## src/core/uhp_cfg.svh

```systemverilog
// constants for the root-port suspend and wake block
// assumes inclusion by bare name from core/ sources
`ifndef UHP_CFG_SVH
`define UHP_CFG_SVH
// register byte offsets on apb
`define UHP_OFS_CMD      12'h000
`define UHP_OFS_STS      12'h004
`define UHP_OFS_INTR     12'h008
`define UHP_OFS_CFG      12'h00C
`define UHP_OFS_PARAMS   12'h010
`define UHP_OFS_PORT     12'h014
// command register fields
`define UHP_CMD_RUN      0
// status register fields
`define UHP_STS_PCD      2
`define UHP_STS_HALT     12
`define UHP_STS_PME      16
// interrupt enable fields
`define UHP_INTR_PCE     2
// structural parameter fields
`define UHP_PAR_PWR_CAP  4
// port status and control fields
`define UHP_PS_CCS       0
`define UHP_PS_CSC       1
`define UHP_PS_PE        2
`define UHP_PS_OCA       4
`define UHP_PS_OCC       5
`define UHP_PS_FPR       6
`define UHP_PS_SUSP      7
`define UHP_PS_PWR       12
`define UHP_PS_WKCN      20
`define UHP_PS_WKDC      21
`define UHP_PS_WKOC      22
// configured flag and global wake feature enable in config register
`define UHP_CFG_CONF     0
`define UHP_CFG_PMEEN    1
// timing: reflect resume within 100 us; end sequence low-speed eop
`define UHP_REFLECT_NS   100000
`define UHP_CLK_NS       5
`define UHP_REFLECT_CYC  ((`UHP_REFLECT_NS) / (`UHP_CLK_NS))
`define UHP_EOP_NS       1500
`define UHP_EOP_CYC      ((`UHP_EOP_NS + `UHP_CLK_NS - 1) / (`UHP_CLK_NS))
`endif

```

## src/core/uhp_pkg.sv

```systemverilog
// types for the root-port suspend and wake block
// assumes nothing beyond a systemverilog compiler
package uhp_pkg;
  typedef enum logic [3:0] {
    UHP_ACTIVE  = 4'h1,
    UHP_SUSPEND = 4'h2,
    UHP_RESUME  = 4'h4,
    UHP_EOP     = 4'h8
  } uhp_state_e;
endpackage

```

## src/core/uhp_port.sv

```systemverilog
// root-port power, suspend, resume and wake logic with apb registers
// assumes line-state inputs come from a phy in another domain and that
// the frame boundary pulse is on pclk
`include "uhp_cfg.svh"
`timescale 1ns/10ps
`default_nettype none
////////////////////////////////////////////////////////////////////////
// Behaviour
// - power switch enable is capability and configured and port power
// - over-current active and change bits stay static, never wake
// - resume from remote-wakeup device is honoured and may wake system
// - per-port bits enable wake on connect and on disconnect
// - new suspend acted on no later than next frame boundary
// - forced resume set drives resume signaling downstream
// - writing zero ends resume, then clears forced resume and suspend
// - software resume sets no change detect and no interrupt
// - remote resume reflected in 100 us, sets resume and change detect
// - change detect with enable raises the interrupt
// - remote resume k on a disabled port has no effect; a forced resume write still starts resume
// - disconnect clears connect and enable, sets change bits
// - connect sets connect status, change, and change detect
// - reported over-current would set bits; not reported here
// - wake output needs feature enabled, plus matching enable for connect or disconnect
module uhp_port (
  input  wire logic        pclk,
  input  wire logic        presetn,
  input  wire logic        psel,
  input  wire logic        penable,
  input  wire logic        pwrite,
  input  wire logic [11:0] paddr,
  input  wire logic [31:0] pwdata,
  output logic      [31:0] prdata,
  output logic             pready,
  output logic             pslverr,
  input  wire logic        frame_boundary,
  input  wire logic        line_connect,
  input  wire logic        line_resume_k,
  input  wire logic        controller_halted,
  output logic             port_power_switch_enable,
  output logic             drive_resume_k,
  output logic             drive_eop,
  output logic             port_suspended,
  output logic             irq,
  output logic             power_mgmt_event_n
);
  logic        wr;
  logic        rd;
  logic        run;
  logic        configured_flag;
  logic        pme_feature_en;
  logic        pce;
  logic        pcd;
  logic        pme_status;
  logic        ccs;
  logic        csc;
  logic        pe;
  logic        fpr;
  logic        susp;
  logic        port_power_on;
  logic        wake_on_connect_en;
  logic        wake_on_disconnect_en;
  logic        wake_on_overcurrent_en;
  logic        susp_pending;
  logic        conn_s;
  logic        conn_d;
  logic        kres_s;
  logic        connect_ev;
  logic        disconn_ev;
  logic        remote_ev;
  logic        fpr_clear_wr;
  logic        fpr_set_wr;
  logic [15:0] cnt;
  logic [31:0] port_status_control_reg;
  uhp_pkg::uhp_state_e state;
  localparam logic [15:0] EOP_CYC     = 16'(`UHP_EOP_CYC);
  localparam logic        PWR_CAPABLE = 1'b1;
  ////////////////////////////////////////////////////////////////////////
  // apb slave: zero wait states, unmapped offsets answer with pslverr
  assign pready = 1'b1;
  assign wr = psel && penable && pwrite;
  assign rd = psel && !penable && !pwrite;
  always_comb begin
    port_status_control_reg = 32'h0;
    port_status_control_reg[`UHP_PS_CCS]  = ccs;
    port_status_control_reg[`UHP_PS_CSC]  = csc;
    port_status_control_reg[`UHP_PS_PE]   = pe;
    port_status_control_reg[`UHP_PS_FPR]  = fpr;
    port_status_control_reg[`UHP_PS_SUSP] = susp;
    port_status_control_reg[`UHP_PS_PWR]  = port_power_on;
    port_status_control_reg[`UHP_PS_WKCN] = wake_on_connect_en;
    port_status_control_reg[`UHP_PS_WKDC] = wake_on_disconnect_en;
    port_status_control_reg[`UHP_PS_WKOC] = wake_on_overcurrent_en;
    // over-current is sensed off chip: both bits read zero always
    port_status_control_reg[`UHP_PS_OCA]  = 1'b0;
    port_status_control_reg[`UHP_PS_OCC]  = 1'b0;
  end
  always_ff @(posedge pclk or negedge presetn) begin
    if (!presetn) begin
      prdata  <= 32'h0;
      pslverr <= 1'b0;
    end else if (rd) begin
      pslverr <= 1'b0;
      case (paddr)
        `UHP_OFS_CMD:    prdata <= {31'h0, run};
        `UHP_OFS_STS:    prdata <= {15'h0, pme_status, 3'h0,
                                    controller_halted, 9'h0, pcd, 2'h0};
        `UHP_OFS_INTR:   prdata <= {29'h0, pce, 2'h0};
        `UHP_OFS_CFG:    prdata <= {30'h0, pme_feature_en, configured_flag};
        `UHP_OFS_PARAMS: prdata <= {27'h0, PWR_CAPABLE, 4'h1};
        `UHP_OFS_PORT:   prdata <= port_status_control_reg;
        default: begin
          prdata  <= 32'h0;
          pslverr <= 1'b1;
        end
      endcase
    end else if (psel && !penable) begin
      pslverr <= !(paddr inside {`UHP_OFS_CMD, `UHP_OFS_STS, `UHP_OFS_INTR,
                    `UHP_OFS_CFG, `UHP_OFS_PARAMS, `UHP_OFS_PORT});
    end
  end
  always_ff @(posedge pclk or negedge presetn) begin
    if (!presetn) begin
      run             <= 1'b0;
      pce             <= 1'b0;
      configured_flag <= 1'b0;
      pme_feature_en  <= 1'b0;
    end else if (wr) begin
      if (paddr == `UHP_OFS_CMD) run <= pwdata[`UHP_CMD_RUN];
      if (paddr == `UHP_OFS_INTR) pce <= pwdata[`UHP_INTR_PCE];
      if (paddr == `UHP_OFS_CFG) begin
        configured_flag <= pwdata[`UHP_CFG_CONF];
        pme_feature_en  <= pwdata[`UHP_CFG_PMEEN];
      end
    end
  end

  ////////////////////////////////////////////////////////////////////////
  // line state crossing
  uhp_sync #(.W(2)) u_sync (
    .pclk    (pclk),
    .presetn (presetn),
    .d       ({line_connect, line_resume_k}),
    .q       ({conn_s, kres_s})
  );
  always_ff @(posedge pclk or negedge presetn) begin
    if (!presetn) conn_d <= 1'b0;
    else          conn_d <= conn_s;
  end
  assign connect_ev = conn_s && !conn_d && !ccs;
  assign disconn_ev = !conn_s && conn_d && ccs;
  // resume k only counts on a suspended port; disabled port ignores it
  assign remote_ev  = kres_s && (state == uhp_pkg::UHP_SUSPEND) && pe;
  assign fpr_set_wr = wr && (paddr == `UHP_OFS_PORT) && pwdata[`UHP_PS_FPR];
  assign fpr_clear_wr = wr && (paddr == `UHP_OFS_PORT) && fpr
                        && !pwdata[`UHP_PS_FPR];
  ////////////////////////////////////////////////////////////////////////
  // port control and status bits
  always_ff @(posedge pclk or negedge presetn) begin
    if (!presetn) begin
      port_power_on          <= 1'b0;
      wake_on_connect_en     <= 1'b0;
      wake_on_disconnect_en  <= 1'b0;
      wake_on_overcurrent_en <= 1'b0;
      pe                     <= 1'b0;
    end else begin
      if (wr && paddr == `UHP_OFS_PORT) begin
        port_power_on          <= pwdata[`UHP_PS_PWR];
        wake_on_connect_en     <= pwdata[`UHP_PS_WKCN];
        wake_on_disconnect_en  <= pwdata[`UHP_PS_WKDC];
        wake_on_overcurrent_en <= pwdata[`UHP_PS_WKOC];
        // software may only disable; enable comes from a connect event
        if (!pwdata[`UHP_PS_PE]) pe <= 1'b0;
      end
      if (connect_ev) pe <= 1'b1;
      if (disconn_ev) pe <= 1'b0;
    end
  end
  // connect status and its change bit; hardware set beats write-one clear
  always_ff @(posedge pclk or negedge presetn) begin
    if (!presetn) begin
      ccs <= 1'b0;
      csc <= 1'b0;
    end else begin
      if (wr && paddr == `UHP_OFS_PORT && pwdata[`UHP_PS_CSC]) csc <= 1'b0;
      if (connect_ev) begin
        ccs <= 1'b1;
        csc <= 1'b1;
      end
      if (disconn_ev) begin
        ccs <= 1'b0;
        csc <= 1'b1;
      end
    end
  end
  ////////////////////////////////////////////////////////////////////////
  // suspend / resume sequencer
  always_ff @(posedge pclk or negedge presetn) begin
    if (!presetn) begin
      state        <= uhp_pkg::UHP_ACTIVE;
      susp         <= 1'b0;
      susp_pending <= 1'b0;
      fpr          <= 1'b0;
      cnt          <= 16'h0;
    end else begin
      case (state)
        uhp_pkg::UHP_ACTIVE: begin
          if (wr && paddr == `UHP_OFS_PORT && pwdata[`UHP_PS_SUSP] && pe) begin
            susp         <= 1'b1;
            susp_pending <= 1'b1;
          end
          // suspend takes hold at the next frame boundary
          if ((susp_pending || susp) && frame_boundary) begin
            susp_pending <= 1'b0;
            state        <= uhp_pkg::UHP_SUSPEND;
          end
        end
        uhp_pkg::UHP_SUSPEND: begin
          cnt <= 16'h0;
          if (fpr_set_wr) begin
            fpr   <= 1'b1;
            state <= uhp_pkg::UHP_RESUME;
          end else if (remote_ev) begin
            fpr   <= 1'b1;
            state <= uhp_pkg::UHP_RESUME;
          end
        end
        uhp_pkg::UHP_RESUME: begin
          if (fpr_clear_wr) begin
            cnt   <= 16'h0;
            state <= uhp_pkg::UHP_EOP;
          end
        end
        uhp_pkg::UHP_EOP: begin
          cnt <= cnt + 16'h1;
          if (cnt == EOP_CYC - 16'h1) begin
            fpr   <= 1'b0;
            susp  <= 1'b0;
            state <= uhp_pkg::UHP_ACTIVE;
          end
        end
        default: state <= uhp_pkg::UHP_ACTIVE;
      endcase
      if (disconn_ev) begin
        state        <= uhp_pkg::UHP_ACTIVE;
        susp         <= 1'b0;
        susp_pending <= 1'b0;
        fpr          <= 1'b0;
      end
    end
  end
  // resume k driven combinationally from state: reflection is immediate
  assign drive_resume_k = (state == uhp_pkg::UHP_RESUME);
  assign drive_eop      = (state == uhp_pkg::UHP_EOP);
  assign port_suspended = (state == uhp_pkg::UHP_SUSPEND);
  assign port_power_switch_enable = PWR_CAPABLE && configured_flag
                                    && port_power_on;
  ////////////////////////////////////////////////////////////////////////
  // change detect, interrupt and power management event
  // only hardware events set it; software resume never does
  always_ff @(posedge pclk or negedge presetn) begin
    if (!presetn) begin
      pcd <= 1'b0;
    end else if (remote_ev || connect_ev || disconn_ev) begin
      pcd <= 1'b1;
    end else if (wr && paddr == `UHP_OFS_STS && pwdata[`UHP_STS_PCD]) begin
      pcd <= 1'b0;
    end
  end
  assign irq = pcd && pce;
  always_ff @(posedge pclk or negedge presetn) begin
    if (!presetn) begin
      pme_status <= 1'b0;
    end else if (remote_ev || connect_ev || disconn_ev) begin
      pme_status <= 1'b1;
    end else if (wr && paddr == `UHP_OFS_STS && pwdata[`UHP_STS_PME]) begin
      pme_status <= 1'b0;
    end
  end
  // over-current is never reported, so it never reaches this output
  always_ff @(posedge pclk or negedge presetn) begin
    if (!presetn) begin
      power_mgmt_event_n <= 1'b1;
    end else if (pme_feature_en &&
                 (remote_ev || (connect_ev && wake_on_connect_en)
                  || (disconn_ev && wake_on_disconnect_en))) begin
      power_mgmt_event_n <= 1'b0;
    end else if (!pme_status) begin
      power_mgmt_event_n <= 1'b1;
    end
  end
  ////////////////////////////////////////////////////////////////////////
  chk_switch_enable: assert property (@(posedge pclk) disable iff (!presetn)
    port_power_switch_enable == (configured_flag && port_power_on))
    else $error("power switch enable mismatch");
  chk_oc_static: assert property (@(posedge pclk) disable iff (!presetn)
    port_status_control_reg[`UHP_PS_OCA] == 1'b0
    && port_status_control_reg[`UHP_PS_OCC] == 1'b0)
    else $error("over-current bits moved");
  chk_remote_reflect: assert property (@(posedge pclk) disable iff (!presetn)
    remote_ev && !disconn_ev |=> drive_resume_k && fpr && pcd)
    else $error("remote resume not reflected");
  chk_irq_follow: assert property (@(posedge pclk) disable iff (!presetn)
    pcd && pce |-> irq)
    else $error("interrupt missing");
  chk_sw_no_pcd: assert property (@(posedge pclk) disable iff (!presetn)
    fpr_set_wr && !remote_ev && !connect_ev && !disconn_ev && !pcd
    |=> !pcd)
    else $error("software resume set change detect");
  chk_disabled_k: assert property (@(posedge pclk) disable iff (!presetn)
    !pe && state == uhp_pkg::UHP_SUSPEND && !fpr_set_wr |=> !fpr)
    else $error("disabled port took resume");
  chk_resume_end: assert property (@(posedge pclk) disable iff (!presetn)
    state == uhp_pkg::UHP_RESUME && fpr_clear_wr && !disconn_ev
    |=> drive_eop ##[1:400] (!fpr && !susp))
    else $error("resume sequence did not end");
  chk_suspend_frame: assert property (@(posedge pclk) disable iff (!presetn)
    state == uhp_pkg::UHP_ACTIVE && susp && frame_boundary && !disconn_ev
    |=> port_suspended)
    else $error("suspend missed frame boundary");
  chk_connect_set: assert property (@(posedge pclk) disable iff (!presetn)
    connect_ev |=> ccs && csc && pcd)
    else $error("connect not recorded");
  chk_pme_gate: assert property (@(posedge pclk) disable iff (!presetn)
    $fell(power_mgmt_event_n) |-> $past(pme_feature_en))
    else $error("wake output without feature enable");
endmodule
`default_nettype wire

```

## src/core/uhp_sync.sv

```systemverilog
// two-flop synchroniser per bit
// assumes inputs are asynchronous to pclk
`timescale 1ns/10ps
`default_nettype none
module uhp_sync #(
  parameter int W = 1
) (
  input  wire logic         pclk,
  input  wire logic         presetn,
  input  wire logic [W-1:0] d,
  output logic      [W-1:0] q
);
  logic [W-1:0] meta;
  // first stage is read only by the second stage
  genvar i;
  generate
    for (i = 0; i < W; i++) begin : g_bit
      always_ff @(posedge pclk or negedge presetn) begin
        if (!presetn) begin
          meta[i] <= 1'b0;
          q[i]    <= 1'b0;
        end else begin
          meta[i] <= d[i];
          q[i]    <= meta[i];
        end
      end
    end
  endgenerate
endmodule
`default_nettype wire

```

## config.mk

```make
export PLATFORM = sky130hd
export DESIGN_NAME = uhp_port
export DESIGN_NICKNAME = d
export VERILOG_FILES = /design/src/core/uhp_pkg.sv /design/src/core/uhp_port.sv /design/src/core/uhp_sync.sv
export VERILOG_INCLUDE_DIRS = /design/src /design/src/core
export SDC_FILE = /design/constraint.sdc
export NUM_CORES = 1
export LEC_CHECK = 0
export ABC_AREA = 1
export BUFFER_PORTS_ARGS = -buffer_cell sky130_fd_sc_hd__buf_2
export CAP_MARGIN = 10
export CELL_PAD_IN_SITES_DETAIL_PLACEMENT = 1
export CELL_PAD_IN_SITES_GLOBAL_PLACEMENT = 1
export CORE_MARGIN = 4
export CORE_UTILIZATION = 34
export CTS_BUF_LIST = sky130_fd_sc_hd__clkbuf_4 sky130_fd_sc_hd__clkbuf_8
export CTS_CLUSTER_SIZE = 30
export DETAILED_ROUTE_END_ITERATION = 8
export GPL_ROUTABILITY_DRIVEN = 0
export PLACE_DENSITY_LB_ADDON = 0.1
export SYNTH_ARGS = -nofsm -noshare
export SYNTH_HDL_FRONTEND = slang
export SYNTH_HIERARCHICAL = 1
export SYNTH_SLANG_ARGS = --single-unit
export TNS_END_PERCENT = 30
```

## constraint.sdc

```tcl
create_clock -name pclk -period 1.4 [get_ports pclk]
set_clock_uncertainty 0.2 [all_clocks]
set_input_delay 0.07 -clock pclk [delete_from_list [all_inputs] [get_ports pclk]]
set_output_delay 0.07 -clock pclk [all_outputs]
set_load 0.005 [all_outputs]
```

# --- Word-level counts from Yosys, hierarchy flattened ---
# Index checks and enable logic that the tools add are counted.
word_totals:
  register_bits: 75
  input_bits: 53
  out_inout_bits: 40
  elab_cells: 145
op_classes:
  add_sub_neg: 1
  n_eq_ne: 18
  muxes: 39
  reduce_logical: 61
ops:
  columns: ["operator", "n"]
  rows:
  - ["case mux 23 bit (6 select lines)", 1]
  - ["case mux 16 bit (3 select lines)", 1]
  - ["2-to-1 mux 1 bit", 27]
  - ["logical AND 1 bit", 26]
  - ["equality test 12 x 4 -> 1 bit (second input constant)", 2]
  - ["equality test 12 x 5 -> 1 bit (second input constant)", 2]
  - ["2-to-1 mux 4 bit", 6]
  - ["nonzero test 3 bit", 6]
  - ["adder 16 x 1 -> 16 bit (second input constant)", 1]
  - ["equality test 16 x 9 -> 1 bit (second input constant)", 1]
  - ["2-to-1 mux 16 bit", 1]
  - ["case mux 4 bit (4 select lines)", 1]
  - ["equality test 12 x 3 -> 1 bit (second input constant)", 1]
  - ["zero test 12 bit", 1]
  - ["AND reduction 2 bit", 6]
  - ["nonzero test 2 bit", 5]
  - ["inequality test 3 x 1 -> 1 bit (second input constant)", 3]
  - ["zero test 1 bit", 7]
  - ["inequality test 3 bit (second input constant)", 2]
  - ["AND reduction 3 bit", 2]
  - ["nonzero test 6 bit", 1]
  - ["OR reduction 6 bit", 1]
  - ["logical OR 1 bit", 5]
  - ["equality test 4 x 1 -> 1 bit (second input constant)", 1]
  - ["other kinds (7)", 9]

# --- Logic depth before layout (Yosys ltp) ---
depth:
  word_depth: 9
  depth_mapped: 10
  depth_no_buf: 10

# --- By module ---
# The synthesis kept the hierarchy.
modules_own_cells:
  columns: ["mod", "n_inst", "cells_per_inst", "area_each_um2", "seq_area_each_um2"]
  rows:
  - ["uhp_port", 1, 393, 2945.3, 1253.7]
  - ["uhp_sync", 1, 4, 100.1, 100.1]

# --- Worst setup path before layout ---
# No wires, ideal clock.
synth_path:
  kind: "reg2reg"
  from: "register cnt[0]"
  to: "register cnt[14]"
  setup_time_ns: 0.116
  t_arrival_ns: 1.202
  t_required_ns: 1.084
  setup_slack_ns: -0.118
  stages_incl_launch_ff: 8
  n_path_buf: 0
  period_less_slack_ns: 1.518
  cell_sequence: "dfrtp_1 -> ha_1 -> nand2_1 -> nor3_1 -> nand3_1 -> xor2_1 -> nand2_1 -> nand2_1"
synth_between:
  elab_chain_cells: 2
synth_lines:
  columns: ["item", "line", "rtl"]
  rows:
  - ["start: declaration", "uhp_port.sv:72", "logic [15:0] cnt;"]
  - ["start signal: assignment", "uhp_port.sv:234", "cnt <= cnt + 16'h1;"]
  - ["adder 16 x 1 -> 16 bit", "uhp_port.sv:234", null]
  - ["case mux 16 bit (3 select lines)", "uhp_port.sv:205", "case (state)"]
# No other way between the ends.
# A chain may end at the register's enable or synchronous reset.

# --- Final worst setup path ---
layout_path:
  from: "register state[0]"
  to: "output port port_suspended"
layout_between:
  elab_chain_cells: 1
layout_lines:
  columns: ["item", "line", "rtl"]
  rows:
  - ["start: declaration", "uhp_port.sv:74", "uhp_pkg::uhp_state_e state;"]
  - ["start signal: assignment", "uhp_port.sv:199", "state <= uhp_pkg::UHP_ACTIVE;"]
  - ["start signal: assignment", "uhp_port.sv:214", "state <= uhp_pkg::UHP_SUSPEND;"]
  - ["start signal: assignment", "uhp_port.sv:221", "state <= uhp_pkg::UHP_RESUME;"]
  - ["equality test 4 x 2 -> 1 bit", "uhp_port.sv:254", "assign port_suspended = (state == uhp_pkg::UHP_SUSPEND);"]
  - ["end: declaration", "uhp_port.sv:42", "output logic port_suspended,"]
# No other way between the ends.

==> results.sh <==
export IMPL_status="finished, violations left"
export IMPL_violations="hold timing, setup timing"
export IMPL_cts_root_buffer="clkbuf_8"
export IMPL_synthesis_area_mm2=0.00305
export IMPL_n_antenna_cell=0
export IMPL_power_leakage_uw=0.00227
export IMPL_synth_area_leaders="dfrtp_1 (43%), nand2_1 (14%), nand3_1 (6.6%)"
export IMPL_grt_busiest_layer="met2"
export IMPL_fin_cells=641
export IMPL_wl_um=8820
export IMPL_crit_path_end_kind="primary output"
export IMPL_cap_violations=0
export IMPL_rows=34
export IMPL_routed_via_density=4.67
export IMPL_vdd_drop_max_mv=0.588
export IMPL_max_stage_delay_ns=0.58
export IMPL_die_y_um=103
export IMPL_path_cells="inv_2 > nand3_4 > inv_4 > buf_6 > buf_6"
export IMPL_synth_edf_count=0
export IMPL_p_total_uw=4890
export IMPL_netlist_instances=397
export IMPL_switching_share_pct=33.1
export IMPL_fin_util_pct=50.1
export IMPL_fmax_mhz=610
export IMPL_ys_seq_elements=54
export IMPL_switching_power_uw=1620
export IMPL_grt_pass1_vias=3047
export IMPL_layout_drive_gt1_share_pct=35.8
export IMPL_drt_pass1_iterations=4
export IMPL_critical_path_arrival_ns=1.37
export IMPL_grt_max_degree=55
export IMPL_wl_per_cell_um=13.8
export IMPL_drtIter0Drc=59
export IMPL_grt_use_met3_pct=2.50
export IMPL_final_common_cell="nand2_1"
export IMPL_cp_common_cell="buf_6"
export IMPL_yosysTopAreaCell="dfrtp_1"
export IMPL_antenna_found_initial=0
export IMPL_setup_ws_ns=-0.239
export IMPL_hold_path_class="input port to flip-flop"
export IMPL_seqPwrFrac_pct=38.1
export IMPL_use_met1_pct=23.4
export IMPL_pwr_share_comb_pct=36.2
export IMPL_dp_cells=611
export IMPL_ys_flop_type="dfrtp_1"
export IMPL_vias=2992
export IMPL_htreeDepth=2
export IMPL_post_route_drc_count=0
export IMPL_core_mm2=0.00872
export IMPL_area_growth_pct=43.6
export IMPL_clk_pin_slew_ns=0.10
export IMPL_yosys_warnings=6
export IMPL_clkLatencyLatePin_ns=0.31
export IMPL_synth_cell_types=34
export IMPL_cts_tree="yes"
export IMPL_grt_use_total_pct=17.6
export IMPL_die_w_um=103
export IMPL_critPathMaxFanout=4
export IMPL_slowest_stage="dfstp_2"
export IMPL_cts_sinks=54
export IMPL_critPathKind="flip-flop to primary output"
export IMPL_slew_violations=0
export IMPL_drt_antenna_violating_nets=0
export IMPL_pin_count=93
export IMPL_cts_buffers=5
export IMPL_grt_overflow=0
export IMPL_fin_nets=586
export IMPL_report_final_setup_viol=27
export IMPL_io_buffer_count=48
export IMPL_ys_async_sr_fraction_pct=100
export IMPL_post_dp_hpwl_um=6860
export IMPL_use_met2_pct=30.9
export IMPL_clockPowerShare_pct=25.8
export IMPL_finalHoldViolCount=1
export IMPL_power_internal_uw=3270
export IMPL_finalCritPeriodShare_pct=117
export IMPL_cp_data_required_time_ns=1.13
export IMPL_hold_ws_ns=-0.0160
export IMPL_cts_buffer_depth=2
export IMPL_ys_seq_area_share_pct=44.5
export IMPL_layout_common_cells="nand2_1 (101), buf_4 (64), dfrtp_1 (50), buf_2 (46)"
export IMPL_min_period_ns=1.64
export IMPL_startpoint_type="flip-flop"
export IMPL_dieArea_mm2=0.0105
export IMPL_power_density_mw_per_mm2=1120
export IMPL_avgSynthCellArea_um2=7.67
export IMPL_start_util_pct=34.9
export IMPL_grt_pass1_wl_um=14700
export IMPL_netlist_area_leader_share_pct=42.7
export IMPL_rsz0062_at_grt="yes"
-- cells by family after synthesis --
group / synth area share [%]
compound gates: 8.14
xor+xnor: 2.30
fa+ha+maj: 0.411
buf+inv: 11.7
flops: 44.5
other cells: 0.247
simple gates: 32.8
-- power by group through the flow --
stage / registers [uW] / logic (uW) / clock network (uW)
floorplan: 1840 / 784 / 0
global placement: 1840 / 1370 / 0
detailed placement: 1850 / 1410 / 0
CTS: 1840 / 1660 / 1300
global route: 1880 / 1950 / 1370
finish: 1860 / 1770 / 1260
-- synth_stat cells, types with 2 or more instances --
library cell	n
a21oi_1	6
buf_2	2
buf_4	23
conb_1	2
dfrtp_1	52
dfstp_2	2
inv_1	41
inv_2	2
nand2_1	110
nand2_2	4
nand3_1	40
nand3b_1	2
nand4_1	6
nor2_1	43
nor2_4	5
nor3_1	3
o211ai_1	2
o21ai_0	25
o21ai_2	2
o31ai_1	4
or2_2	2
xnor2_1	2
xor2_1	6
-- registers in the layout, summed over array words and instances (netlist names), 2 cells and up --
register     count
cnt             16
prdata          11
state            4
u_sync/meta      2
u_sync/q         2
-- layer usage --
layer	share of wire, %	up-vias
li1	-	1492
met1	45	1452
met2	51	42
met3	3.1	6
met4	0.86	0
met5	0	-
-- final cells by class --
cell class                      count  area [um^2]
Fill cell                        1082         4350
Clock inverter                      3         68.8
Tap cell                          108          135
Sequential cell                    54         1360
Inverter                           43          166
Timing Repair Buffer              134          982
Multi-Input combinational cell    294         1600
Clock buffer                        5         68.8
-- per-stage QoR --
| step | setup slack, ns | TNS (ns) | instance area, um^2 |
|---|---|---|---|
| global placement | -0.245 | -3.97 | 3840 |
| CTS | -0.221 | -5.04 | 4260 |
| global route | -0.314 | -7.24 | 4370 |
| detailed placement | -0.277 | -5.86 | 3840 |
| floorplan | -0.0637 | -0.860 | 3150 |
| finish | -0.239 | -4.97 | 4370 |
-- timing repair --
action,CTS,global route
resized for setup,37,26
pin swaps,10,12
hold buffers,13,0
endpoints found under the hold margin,71,0
setup endpoints to repair,30,30
buffers inserted,6,3
-- path summary, 6_finish.rpt --
kind                                start             end  slack (ns)  cells past startpoint
max                              state[0]  port_suspended       -0.24                      5
min in group asynchronous         presetn       prdata[4]        0.08                      3
min                             pwdata[6]        state[2]       -0.02                      5
max reg2reg                      state[1]        state[2]       -0.23                      8
max in group asynchronous         presetn        state[0]        0.62                      3
min reg2reg                u_sync/meta[0]     u_sync/q[0]        0.16                      0
-- worst max-delay path, delay by kind of cell (launching register included) --
kind                   cells  cell delay, ns
and+or+nand+nor            1            0.15
buffers and inverters      4            0.33
DFF                        1            0.58
Power figures use the tool's default switching activity.
